===== src/verilog/spc_pkg.sv =====
// spc_pkg: constants for the pin control register block
// assumes a plain address/strobe register port, 32-bit data, 100 MHz clock
package spc_pkg;
  localparam int ADDR_W = 8;
  localparam int DATA_W = 32;
  localparam logic [ADDR_W-1:0] PIN_CONTROL_OFS = 8'h24;
  localparam logic [ADDR_W-1:0] RATE_CFG_OFS = 8'h14;
  localparam logic [DATA_W-1:0] PIN_CONTROL_RST = 32'h0000_0000;
  localparam logic [DATA_W-1:0] RATE_CFG_RST = 32'h0000_0000;
  // writable bits: 11..7, 5, 3..0; 13..12 and 31..14 read zero
  localparam logic [DATA_W-1:0] PIN_CONTROL_WMASK = 32'h0000_0FAF;
  localparam logic [DATA_W-1:0] RATE_CFG_WMASK = 32'h0000_0001;
  localparam int TX_FS_SRC_BIT = 11;
  localparam int RX_FS_SRC_BIT = 10;
  localparam int TX_CLK_SRC_BIT = 9;
  localparam int RX_CLK_SRC_BIT = 8;
  localparam int RATE_CLK_SEL_BIT = 7;
  localparam int TX_FS_POL_BIT = 3;
  localparam int RX_FS_POL_BIT = 2;
  localparam int TX_CLK_POL_BIT = 1;
  localparam int RX_CLK_POL_BIT = 0;
  localparam int FS_GEN_SEL_BIT = 0;
endpackage


===== src/verilog/spc_fs_if.sv =====
// spc_fs_if: frame-sync selection signals between the register bank and the mux
// assumes both ends run on the same clock
`timescale 1ns/1ps
interface spc_fs_if;
  logic tx_src;
  logic rx_src;
  logic gen_sel;
  modport regs (output tx_src, output rx_src, output gen_sel);
  modport mux (input tx_src, input rx_src, input gen_sel);
endinterface


===== src/verilog/spc_pin_control.sv =====
// spc_pin_control: pin control register bank with frame-sync source steering
// assumes a one-cycle read/write strobe port; read data valid the next cycle only
//
// Functional notes
// - bits 31..14 read zero, writes ignored
// - bit 11 picks transmit frame-sync source
// - bit 10 picks receive frame-sync, drives pin
// - all fields reset to zero
//
// The strobed register port and the register offsets were chosen for this implementation.
`timescale 1ns/1ps
module spc_pin_control
(
  input wire logic clk,
  input wire logic rst,
  input wire logic [spc_pkg::ADDR_W-1:0] addr,
  input wire logic [spc_pkg::DATA_W-1:0] wdata,
  input wire logic wr,
  input wire logic rd,
  output logic [spc_pkg::DATA_W-1:0] rdata,
  input wire logic ext_tx_fs,
  input wire logic gen_tx_fs,
  input wire logic xmit_done_fs,
  input wire logic ext_rx_fs,
  input wire logic gen_rx_fs,
  output logic tx_fs,
  output logic rx_fs_out,
  output logic rx_fs_oe,
  output logic rx_fs,
  output logic tx_clock_source,
  output logic rx_clock_source,
  output logic rate_clock_input_select,
  output logic tx_framesync_polarity,
  output logic rx_framesync_polarity,
  output logic tx_clock_polarity,
  output logic rx_clock_polarity
);
  import spc_pkg::*;

  // ****************************************
  // registers
  // ****************************************
  logic [DATA_W-1:0] pin_control_ff;
  logic [DATA_W-1:0] rate_cfg_ff;
  logic [DATA_W-1:0] rdata_ff;
  logic [DATA_W-1:0] nxt_pin_control;
  logic [DATA_W-1:0] nxt_rate_cfg;
  logic [DATA_W-1:0] nxt_rdata;

  function automatic logic [DATA_W-1:0] merge(input logic [DATA_W-1:0] old,
                                              input logic [DATA_W-1:0] val,
                                              input logic [DATA_W-1:0] mask);
    merge = (old & ~mask) | (val & mask);
  endfunction

  wire hit_pc;
  wire hit_rc;
  assign hit_pc = addr == PIN_CONTROL_OFS;
  assign hit_rc = addr == RATE_CFG_OFS;

  // reserved bits never stored, so they read zero
  assign nxt_pin_control = (wr && hit_pc) ?
    merge(pin_control_ff, wdata, PIN_CONTROL_WMASK) : pin_control_ff;
  assign nxt_rate_cfg = (wr && hit_rc) ?
    merge(rate_cfg_ff, wdata, RATE_CFG_WMASK) : rate_cfg_ff;
  // unmapped address reads zero; data held only one cycle
  assign nxt_rdata = !rd ? '0 :
    hit_pc ? (pin_control_ff & PIN_CONTROL_WMASK) :
    hit_rc ? rate_cfg_ff : '0;

  always_ff @(posedge clk or posedge rst)
  begin
    if (rst)
    begin
      pin_control_ff <= PIN_CONTROL_RST;
      rate_cfg_ff <= RATE_CFG_RST;
      rdata_ff <= '0;
    end
    else
    begin
      pin_control_ff <= nxt_pin_control;
      rate_cfg_ff <= nxt_rate_cfg;
      rdata_ff <= nxt_rdata;
    end
  end

  assign rdata = rdata_ff;

  // ****************************************
  // mode outputs
  // ****************************************
  assign tx_clock_source = pin_control_ff[TX_CLK_SRC_BIT];
  assign rx_clock_source = pin_control_ff[RX_CLK_SRC_BIT];
  assign rate_clock_input_select = pin_control_ff[RATE_CLK_SEL_BIT];
  assign tx_framesync_polarity = pin_control_ff[TX_FS_POL_BIT];
  assign rx_framesync_polarity = pin_control_ff[RX_FS_POL_BIT];
  assign tx_clock_polarity = pin_control_ff[TX_CLK_POL_BIT];
  assign rx_clock_polarity = pin_control_ff[RX_CLK_POL_BIT];

  // ****************************************
  // frame-sync steering
  // ****************************************
  spc_fs_if fs_sel ();
  assign fs_sel.tx_src = pin_control_ff[TX_FS_SRC_BIT];
  assign fs_sel.rx_src = pin_control_ff[RX_FS_SRC_BIT];
  assign fs_sel.gen_sel = rate_cfg_ff[FS_GEN_SEL_BIT];

  spc_fs_mux u_mux
  (
    .sel(fs_sel.mux),
    .ext_tx_fs(ext_tx_fs),
    .gen_tx_fs(gen_tx_fs),
    .xmit_done_fs(xmit_done_fs),
    .ext_rx_fs(ext_rx_fs),
    .gen_rx_fs(gen_rx_fs),
    .tx_fs(tx_fs),
    .rx_fs(rx_fs),
    .rx_fs_oe(rx_fs_oe)
  );
  assign rx_fs_out = gen_rx_fs;
endmodule


===== src/verilog/spc_fs_mux.sv =====
// spc_fs_mux: chooses frame-sync sources from the mode bits
// assumes all frame-sync inputs are synchronous to clk
`timescale 1ns/1ps
module spc_fs_mux
(
  spc_fs_if.mux sel,
  input wire logic ext_tx_fs,
  input wire logic gen_tx_fs,
  input wire logic xmit_done_fs,
  input wire logic ext_rx_fs,
  input wire logic gen_rx_fs,
  output logic tx_fs,
  output logic rx_fs,
  output logic rx_fs_oe
);
  // ****************************************
  // source selection
  // ****************************************
  wire int_tx_fs;
  assign int_tx_fs = sel.gen_sel ? gen_tx_fs : xmit_done_fs;
  assign tx_fs = sel.tx_src ? int_tx_fs : ext_tx_fs;
  assign rx_fs = sel.rx_src ? gen_rx_fs : ext_rx_fs;
  assign rx_fs_oe = sel.rx_src;
endmodule


===== config.mk =====
export PLATFORM = sky130hd
export DESIGN_NAME = spc_pin_control
export DESIGN_NICKNAME = d
export VERILOG_FILES = /design/src/verilog/spc_pkg.sv /design/src/verilog/spc_fs_if.sv /design/src/verilog/spc_pin_control.sv /design/src/verilog/spc_fs_mux.sv
export SDC_FILE = /design/constraint.sdc
export NUM_CORES = 1
export LEC_CHECK = 0
export BUFFER_PORTS_ARGS = -buffer_cell sky130_fd_sc_hd__buf_2
export CAP_MARGIN = 20
export CORE_MARGIN = 2
export CORE_UTILIZATION = 40
export CTS_CLUSTER_DIAMETER = 40
export DETAILED_ROUTE_END_ITERATION = 8
export PLACE_DENSITY = 0.93
export SLEW_MARGIN = 20
export SYNTH_ARGS = -nofsm -noshare
export SYNTH_HDL_FRONTEND = slang
export SYNTH_SLANG_ARGS = --single-unit

===== constraint.sdc =====
create_clock -name clk -period 1.89 [get_ports clk]
set_clock_uncertainty 0.1 [all_clocks]
set_input_delay 0.567 -clock clk [delete_from_list [all_inputs] [get_ports clk]]
set_output_delay 0.567 -clock clk [all_outputs]
set_load 0.05 [all_outputs]

### Word level (Yosys, flattened, before mapping)

Index checks and enable logic that the tools add are counted.

* bits in registers: 96
* output and inout port bits: 43
* logic and storage cells: 15

* bitwise logic cells: 2
* multiplexer cells: 6
* eq/ne operators: 2
* reduce and logical (&&, ||, !) cells: 2

Operators by type and width (count)
* 32-bit two-way mux: 3
* 32-bit by 1-bit OR with 32-bit output: 1
* 32-bit by 12-bit OR with 32-bit output: 1
* 8-bit by 5-bit == test with 1-bit output (second input constant): 1
* 8-bit by 6-bit == test with 1-bit output (second input constant): 1
* 1-bit two-way mux: 3
* 1-bit logical AND: 2

### Depth between registers and ports, before layout

Gate-level depths: netlist (run 1).

* depth in word-level cells: 4
* gate-level depth with buffers: 4
* mapped depth without buffers: 3

### Modules after synthesis

Synthesis (run 1) repeated with hierarchy kept, for this count alone.

* cells, all modules: 83
* area, all modules: 1054.8 µm²

By module, submodules not included
* spc_pin_control: cells an instance 78, area each 1013.5 µm², seq. area each 550.5 µm², times used 1
* spc_fs_mux: cells an instance 5, area each 41.3 µm², seq. area each 0.0 µm², times used 1

### Worst setup path after synthesis (run 1)

OpenSTA, ideal clock, no wires.

* path type: input -> output
* start point: in gen_tx_fs
* end point: out tx_fs
* slack: -185 ps
* arrival: 1408 ps
* required time: 1223 ps
* stages on the path: 2
* buffers on the path: 0
* path through: mux2i_1 a21oi_1

* word-level cells in the longest chain between the ends: 2

Ends and longest elaborated chain
* start: declaration: RTL line spc_pin_control.sv:22 `input wire logic gen_tx_fs,`
* 1-bit two-way mux: RTL line spc_fs_mux.sv:20 `assign int_tx_fs = sel.gen_sel ? gen_tx_fs : xmit_done_fs;`
* 1-bit two-way mux: RTL line spc_fs_mux.sv:21 `assign tx_fs = sel.tx_src ? int_tx_fs : ext_tx_fs;`
* end: declaration: RTL line spc_pin_control.sv:26 `output logic tx_fs,`

No other way between the ends.

### Worst setup path after layout (run 1)

* start point: reg rate_cfg_ff[0]
* end point: out tx_fs

* word-level cells in the longest chain between the ends: 2

Ends and longest elaborated chain
* start: declaration: RTL line spc_pin_control.sv:44 `logic [DATA_W-1:0] rate_cfg_ff;`
* start signal: assignment: RTL line spc_pin_control.sv:82 `rate_cfg_ff <= nxt_rate_cfg;`
* 1-bit two-way mux: RTL line spc_fs_mux.sv:20
* 1-bit two-way mux: RTL line spc_fs_mux.sv:21

No other way between the ends.

==> results of run 1 <==
## tightest hold or removal path, stage by stage
cell   delay (ns)
buf_2        0.09
inv_1        0.04
buf_4        0.27
## synthesized netlist by cell type
cell type,n
mux2i_1,1
inv_1,1
buf_4,22
nor4_1,1
dfrtp_1,22
nor2_1,2
and2_1,9
nand3_4,1
nor4b_2,1
mux2_2,12
and3_2,1
nand2_1,1
buf_2,1
and3b_2,1
nor4b_4,1
nor2b_1,1
conb_1,1
a21oi_1,2
nand4_1,1
## power breakdown
group          switching, mW  internal (mW)
clock network          0.130          0.117
registers            0.00973          0.483
logic                  0.178         0.0776
## repair_timing
item,in CTS,in global routing
endpoints found under the hold margin,0,0
pin swaps,0,1
endpoints found under the setup margin,2,24
resized for setup,5,21
setup buffers,0,4
## flip-flops by register name, summed over array words and instances (netlist names)
name            cells
pin_control_ff     10
rate_cfg_ff         1
rdata              11
## per-stage QoR
stage               setup WS, ns  setup TNS [ns]  power, mW   util  area, um^2
finish                   0.00694               0      0.996  0.561        1390
global route             -0.0513          -0.156       1.05  0.561        1390
CTS                      0.00182               0      0.989  0.533        1320
detailed placement        0.0258               0      0.737  0.512        1270
global placement          0.0654               0      0.733  0.512        1270
floorplan                 0.0764               0      0.701      -        1050
## routing by layer
metal / track usage / wire [um] / share of wire
met1: 0.131 / 687 / 0.34
met5: 0 / 0 / 0
met2: 0.242 / 1150 / 0.57
met4: 0.0650 / 27 / 0.013
met3: 0.0430 / 168 / 0.083
## cell families after synthesis
group | count (synthesis)
and+or+nand+nor | 20
buffers and inverters | 24
DFF | 22
other | 1
AOI/OAI and AO/OA | 2
muxes | 13
## cell type report
| type | instances | area [um^2] |
|---|---|---|
| flip-flops and latches | 22 | 552 |
| well taps | 30 | 37.5 |
| repair buffers | 74 | 430 |
| clock buffers | 4 | 36.3 |
| inverters | 1 | 3.75 |
| fillers | 211 | 1090 |
| multi-input cells | 36 | 330 |
## worst paths after layout
kind,endpoint,slack [ns],cells after the start
max in group asynchronous,rdata[30]$_DFF_PP0_,1.28,3
setup reg to reg,rdata[0]$_DFF_PP0_,0.83,3
min in group clk,rdata[0]$_DFF_PP0_,0.38,2
hold / removal,rdata[2]$_DFF_PP0_,0.17,3
setup / recovery,tx_fs,0.007,3
hold reg to reg,rdata[5]$_DFF_PP0_,0.40,1
==> flow_metrics.py, run 1 <==
metrics = {
    "run_status": {
        "run_status": "completed",
    },
    "route": {
        "avgViaCountPerCell": 4.56,
        "drc": 0,
        "drtPass1Iterations": 2,
        "wl_per_cell_um": 12.2,
        "vias": 762,
        "wl_mm": 2.04,
        "drt_iter0_drc": 6,
        "drt.antenna.violating_nets": 0,
    },
    "die": {
        "start_util": 0.421,
        "io_pins": 92,
        "fp.dieW_um": 55.1,
        "die-area_um2": 3030,
        "rows": 18,
        "die_h_um": 55.1,
        "design.core.area_um2": 2480,
    },
    "timing": {
        "finalHoldViolCount": 0,
        "hold_ws_ns": 0.172,
        "setup_viol": 0,
        "final_max_slew_viol_count": 0,
        "layout_min_cycle_time_ns": 1.88,
        "fmaxAchievable_mhz": 531,
        "fin_crit_sh": 0.996,
        "rsz0062_at_grt": "true",
    },
    "place": {
        "place_inst": 159,
        "gp_congestion": 0.612,
        "port-buffer-count": 69,
    },
    "yosys": {
        "netlist_area_um2": 1040,
        "synth_largest_area_cell": "dfrtp_1",
        "synth_nets": 131,
        "synth_compound_area_frac": 0.00959,
        "synthSimpleGateAreaFrac": 0.153,
        "yosysUniqueCellTypes": 19,
        "avgSynthCellArea_um2": 12.7,
        "syn-instance-count": 82,
        "yosys_warnings": 0,
        "ys_ff_latch": 22,
        "synth_mux_area_frac": 0.139,
        "seq_area_frac_synth": 0.528,
        "synth_top_family_by_area": "buffers and inverters",
        "synth.area.top_cells": "dfrtp_1 53%, buf_4 16%, mux2_2 13%",
        "synth_top_area_share": 0.528,
        "yosys.area_share.xor_xnor": 0,
        "synthAdderAreaFrac": 0,
    },
    "layout": {
        "drive_gt1_frac": 0.708,
        "num_antenna_cells": 0,
        "area_growth_syn_to_layout_pct": 33.2,
        "final_nets": 187,
        "layout_common_cells": "55 x buf_2, 21 x dfrtp_1, 11 x mux2_2, 11 x buf_4, 9 x and2_1",
        "layout_commonest_cell": "buf_2",
        "final_cells": 167,
    },
    "worst_setup_path": {
        "startpoint_type": "flip-flop",
        "worstPathArrival_ns": 1.22,
        "slowest_stage": "dfrtp_1",
        "crit_path_start": "rate_cfg_ff[0]$_DFFE_PP0P_",
        "cp-end-kind": "output pin",
        "slowest_delay_ns": 0.44,
        "crit_chain": "mux2i_2, a21oi_2, buf_6",
        "required_ns": 1.22,
        "r2r-start": "pin_control_ff[0]$_DFFE_PP0P_",
        "cp_max_fo": 3,
        "worstPathBufferInverterCount": 1,
        "path_class": "reg2out",
        "crit_family": "flip-flops",
    },
    "clocking": {
        "insertion_delay_ns": 0.30,
        "clkTransAtPathRegs_ns": 0.12,
        "max-clock-path-buffers": 2,
        "cts_made_buffers": 3,
        "cts_root_buf": "clkbuf_4",
        "cts.sinks": 22,
        "holdBufCountCts": 0,
        "tritoncts": "yes",
        "htree_levels": 1,
    },
    "global_route": {
        "grt_pass1_wl_mm": 2.68,
        "grt_max_degree": 23,
        "antenna_found_initial": 0,
        "grt_pass1_vias": 635,
        "overflow": 0,
        "track_usage": 0.132,
    },
    "job": {
        "drv_cap": 0,
    },
    "power": {
        "ir_drop_v": 0.000525,
        "p_per_area_nw_per_um2": 717,
        "p_leak_nw": 0.813,
    },
    "min_path": {
        "hold_path.class": "in2async",
    },
}
Power figures use the tool's default switching activity.
==> inputs of run 2 (changes only) <==
--- a/config.mk
+++ b/config.mk
@@ -8,10 +8,10 @@
 export BUFFER_PORTS_ARGS = -buffer_cell sky130_fd_sc_hd__buf_2
 export CAP_MARGIN = 20
 export CORE_MARGIN = 2
-export CORE_UTILIZATION = 40
+export CORE_UTILIZATION = 33
 export CTS_CLUSTER_DIAMETER = 40
 export DETAILED_ROUTE_END_ITERATION = 8
-export PLACE_DENSITY = 0.93
+export PLACE_DENSITY = 0.84
 export SLEW_MARGIN = 20
 export SYNTH_ARGS = -nofsm -noshare
 export SYNTH_HDL_FRONTEND = slang
==> constraint.sdc (replaced) <==
create_clock -name clk -period 1.7 [get_ports clk]
set_clock_uncertainty 0.1 [all_clocks]
set_input_delay 0.51 -clock clk [delete_from_list [all_inputs] [get_ports clk]]
set_output_delay 0.51 -clock clk [all_outputs]
set_load 0.05 [all_outputs]
==> run 2 against run 1 <==
Net effect: the run now ends with setup timing left; clock-buffer cell count fell by 1; hold slack got worse by 0.055 ns; utilization fell by 4.7 points; first-iteration DRC count fell by 67%; cell area rose by 12%; sequential share of layout area fell by 4.2 points; die area rose by 20%; power rose by 26%; cell count rose by 10%; register-to-register slack got worse by 0.15 ns; largest cell class is now buffers.
==> flow_metrics.py, run 2 (synthesis gave the netlist of run 1 again) <==
metrics = {
    "run_status": {
        "run_status": "finished with violations",
        "violations": "setup timing",
    },
    "clocking": {
        "max-clock-path-buffers": 2,
        "cts_made_buffers": 3,
        "cts.sinks": 22,
        "insertion_delay_ns": 0.30,
        "tritoncts": "yes",
        "htree_levels": 1,
        "clkTransAtPathRegs_ns": 0.12,
        "cts_root_buf": "clkbuf_4",
    },
    "route": {
        "drt.antenna.violating_nets": 0,
        "wl_mm": 2.12,
        "drtPass1Iterations": 3,
        "vias": 761,
        "wl_per_cell_um": 11.5,
        "drc": 0,
        "drt_iter0_drc": 2,
        "avgViaCountPerCell": 4.14,
    },
    "timing": {
        "layout_min_cycle_time_ns": 1.79,
        "rsz0062_at_grt": "true",
        "finalWorstSetupSlack_ns": -0.0860,
        "setup_viol": 2,
        "setup_tns_ns": -0.149,
        "fmaxAchievable_mhz": 560,
        "fin_crit_sh": 1.05,
        "hold_ws_ns": 0.117,
        "final_max_slew_viol_count": 0,
        "finalHoldViolCount": 0,
    },
    "layout": {
        "layout_commonest_cell": "buf_2",
        "drive_gt1_frac": 0.721,
        "largest_reg_flops": 11,
        "fin_area_um2": 1560,
        "utilization": 0.514,
        "area_growth_syn_to_layout_pct": 49.2,
        "final_nets": 190,
        "fillers": 263,
        "num_antenna_cells": 0,
        "layout_common_cells": "44 x buf_2, 27 x buf_6, 20 x dfrtp_1, 12 x mux2_2, 9 x and2_1",
    },
    "worst_setup_path": {
        "r2r-start": "pin_control_ff[10]$_DFFE_PP0P_",
        "slowest_delay_ns": 0.38,
        "worstPathArrival_ns": 1.18,
        "cp_max_fo": 2,
        "crit_family": "flip-flops",
        "crit_chain": "mux2_2, buf_6",
        "timing.rr.end": "pin_control_ff[10]$_DFFE_PP0P_",
        "cp-end-kind": "output pin",
        "path_class": "reg2out",
        "path_depth": 2,
        "r2r_slack_ns": 0.68,
        "startpoint_type": "flip-flop",
        "worstPathBufferInverterCount": 1,
        "r2r_cells": 2,
        "required_ns": 1.09,
        "crit_path_start": "pin_control_ff[10]$_DFFE_PP0P_",
        "crit_path_end": "rx_fs",
        "slowest_stage": "dfrtp_2",
    },
    "power": {
        "p_per_area_nw_per_um2": 808,
        "p_leak_nw": 0.860,
        "ir_drop_v": 0.000382,
    },
    "global_route": {
        "track_usage": 0.108,
        "grt_pass1_wl_mm": 2.76,
        "grt_max_degree": 23,
        "antenna_found_initial": 0,
        "grt_pass1_vias": 649,
        "overflow": 0,
    },
    "die": {
        "start_util": 0.345,
        "io_pins": 92,
        "design.core.area_um2": 3030,
        "fp.dieW_um": 60.2,
        "rows": 20,
        "die_h_um": 60.2,
        "die-area_um2": 3630,
    },
    "place": {
        "port-buffer-count": 69,
        "dp_slack_ns": -0.118,
        "placed_cell_area_um2": 1310,
        "gp_congestion": 0.650,
    },
    "job": {
        "drv_cap": 0,
    },
    "min_path": {
        "hold_path.class": "in2async",
    },
}
run 2: cell count changes in the layout (fill, tap and decap cells not counted), sizes merged:
cell,previous run,this run
buf,68,77
bufinv,0,1
clkbuf,9,3
dlymetal6s2s,1,0
run 2: stage by stage:
stage / cells / power (mW)
after global placement: 176 / 0.821
final: 184 / 1.26
after floorplan: 82 / 0.780
after CTS: 184 / 1.23
after detailed placement: 176 / 0.825
after global routing: 184 / 1.31
run 2: layout make-up:
cell class / instances / area (um^2) / share of cell area
inverter: 1 / 3.75 / 0.00241
multi-input combinational: 36 / 323 / 0.207
tap: 44 / 55.1 / 0.0354
clock inverter: 1 / 30.0 / 0.0193
clock buffer: 3 / 22.5 / 0.0145
sequential: 22 / 553 / 0.355
timing repair buffer: 77 / 569 / 0.366
run 2: power by group:
group	leakage (nW)	switching [mW]	internal, mW
logic	0.531	0.206	0.116
clock network	0.0279	0.151	0.238
registers	0.300	0.00988	0.537
total	0.860	0.367	0.891
run 2: layer usage:
layer / part of all wire / GRT usage
met5: 0 / 0
met1: 0.35 / 0.108
met3: 0.072 / 0.0130
met2: 0.56 / 0.207
met4: 0.013 / 0.0667
run 2: timing repair:
action,CTS,global route
pin swaps,1,0
setup buffers,4,0
gates resized for setup,15,53
cloned,0,0
hold buffers,0,0
endpoints found under the setup margin,24,25
run 2: worst register-to-register path: cells and delay by family (launching register included):
family,cells,cell delay (ns)
flops,1,0.43
mux,1,0.25
buf+inv,1,0.14
run 2: worst min-delay path by stage:
stage | start | end | slack [ns] | cells after the start
2_1_floorplan | pin_control_ff[5]$_DFFE_PP0P_ | rdata[5]$_DFF_PP0_ | 0.35 | 1
3_3_place_gp | pin_control_ff[5]$_DFFE_PP0P_ | rdata[5]$_DFF_PP0_ | 0.36 | 1
3_5_place_dp | pin_control_ff[5]$_DFFE_PP0P_ | rdata[5]$_DFF_PP0_ | 0.37 | 1
4_1_cts | rst | rdata[5]$_DFF_PP0_ | 0.12 | 3
5_1_grt | rst | rdata[5]$_DFF_PP0_ | 0.12 | 3
6_report | rst | rdata[5]$_DFF_PP0_ | 0.12 | 3
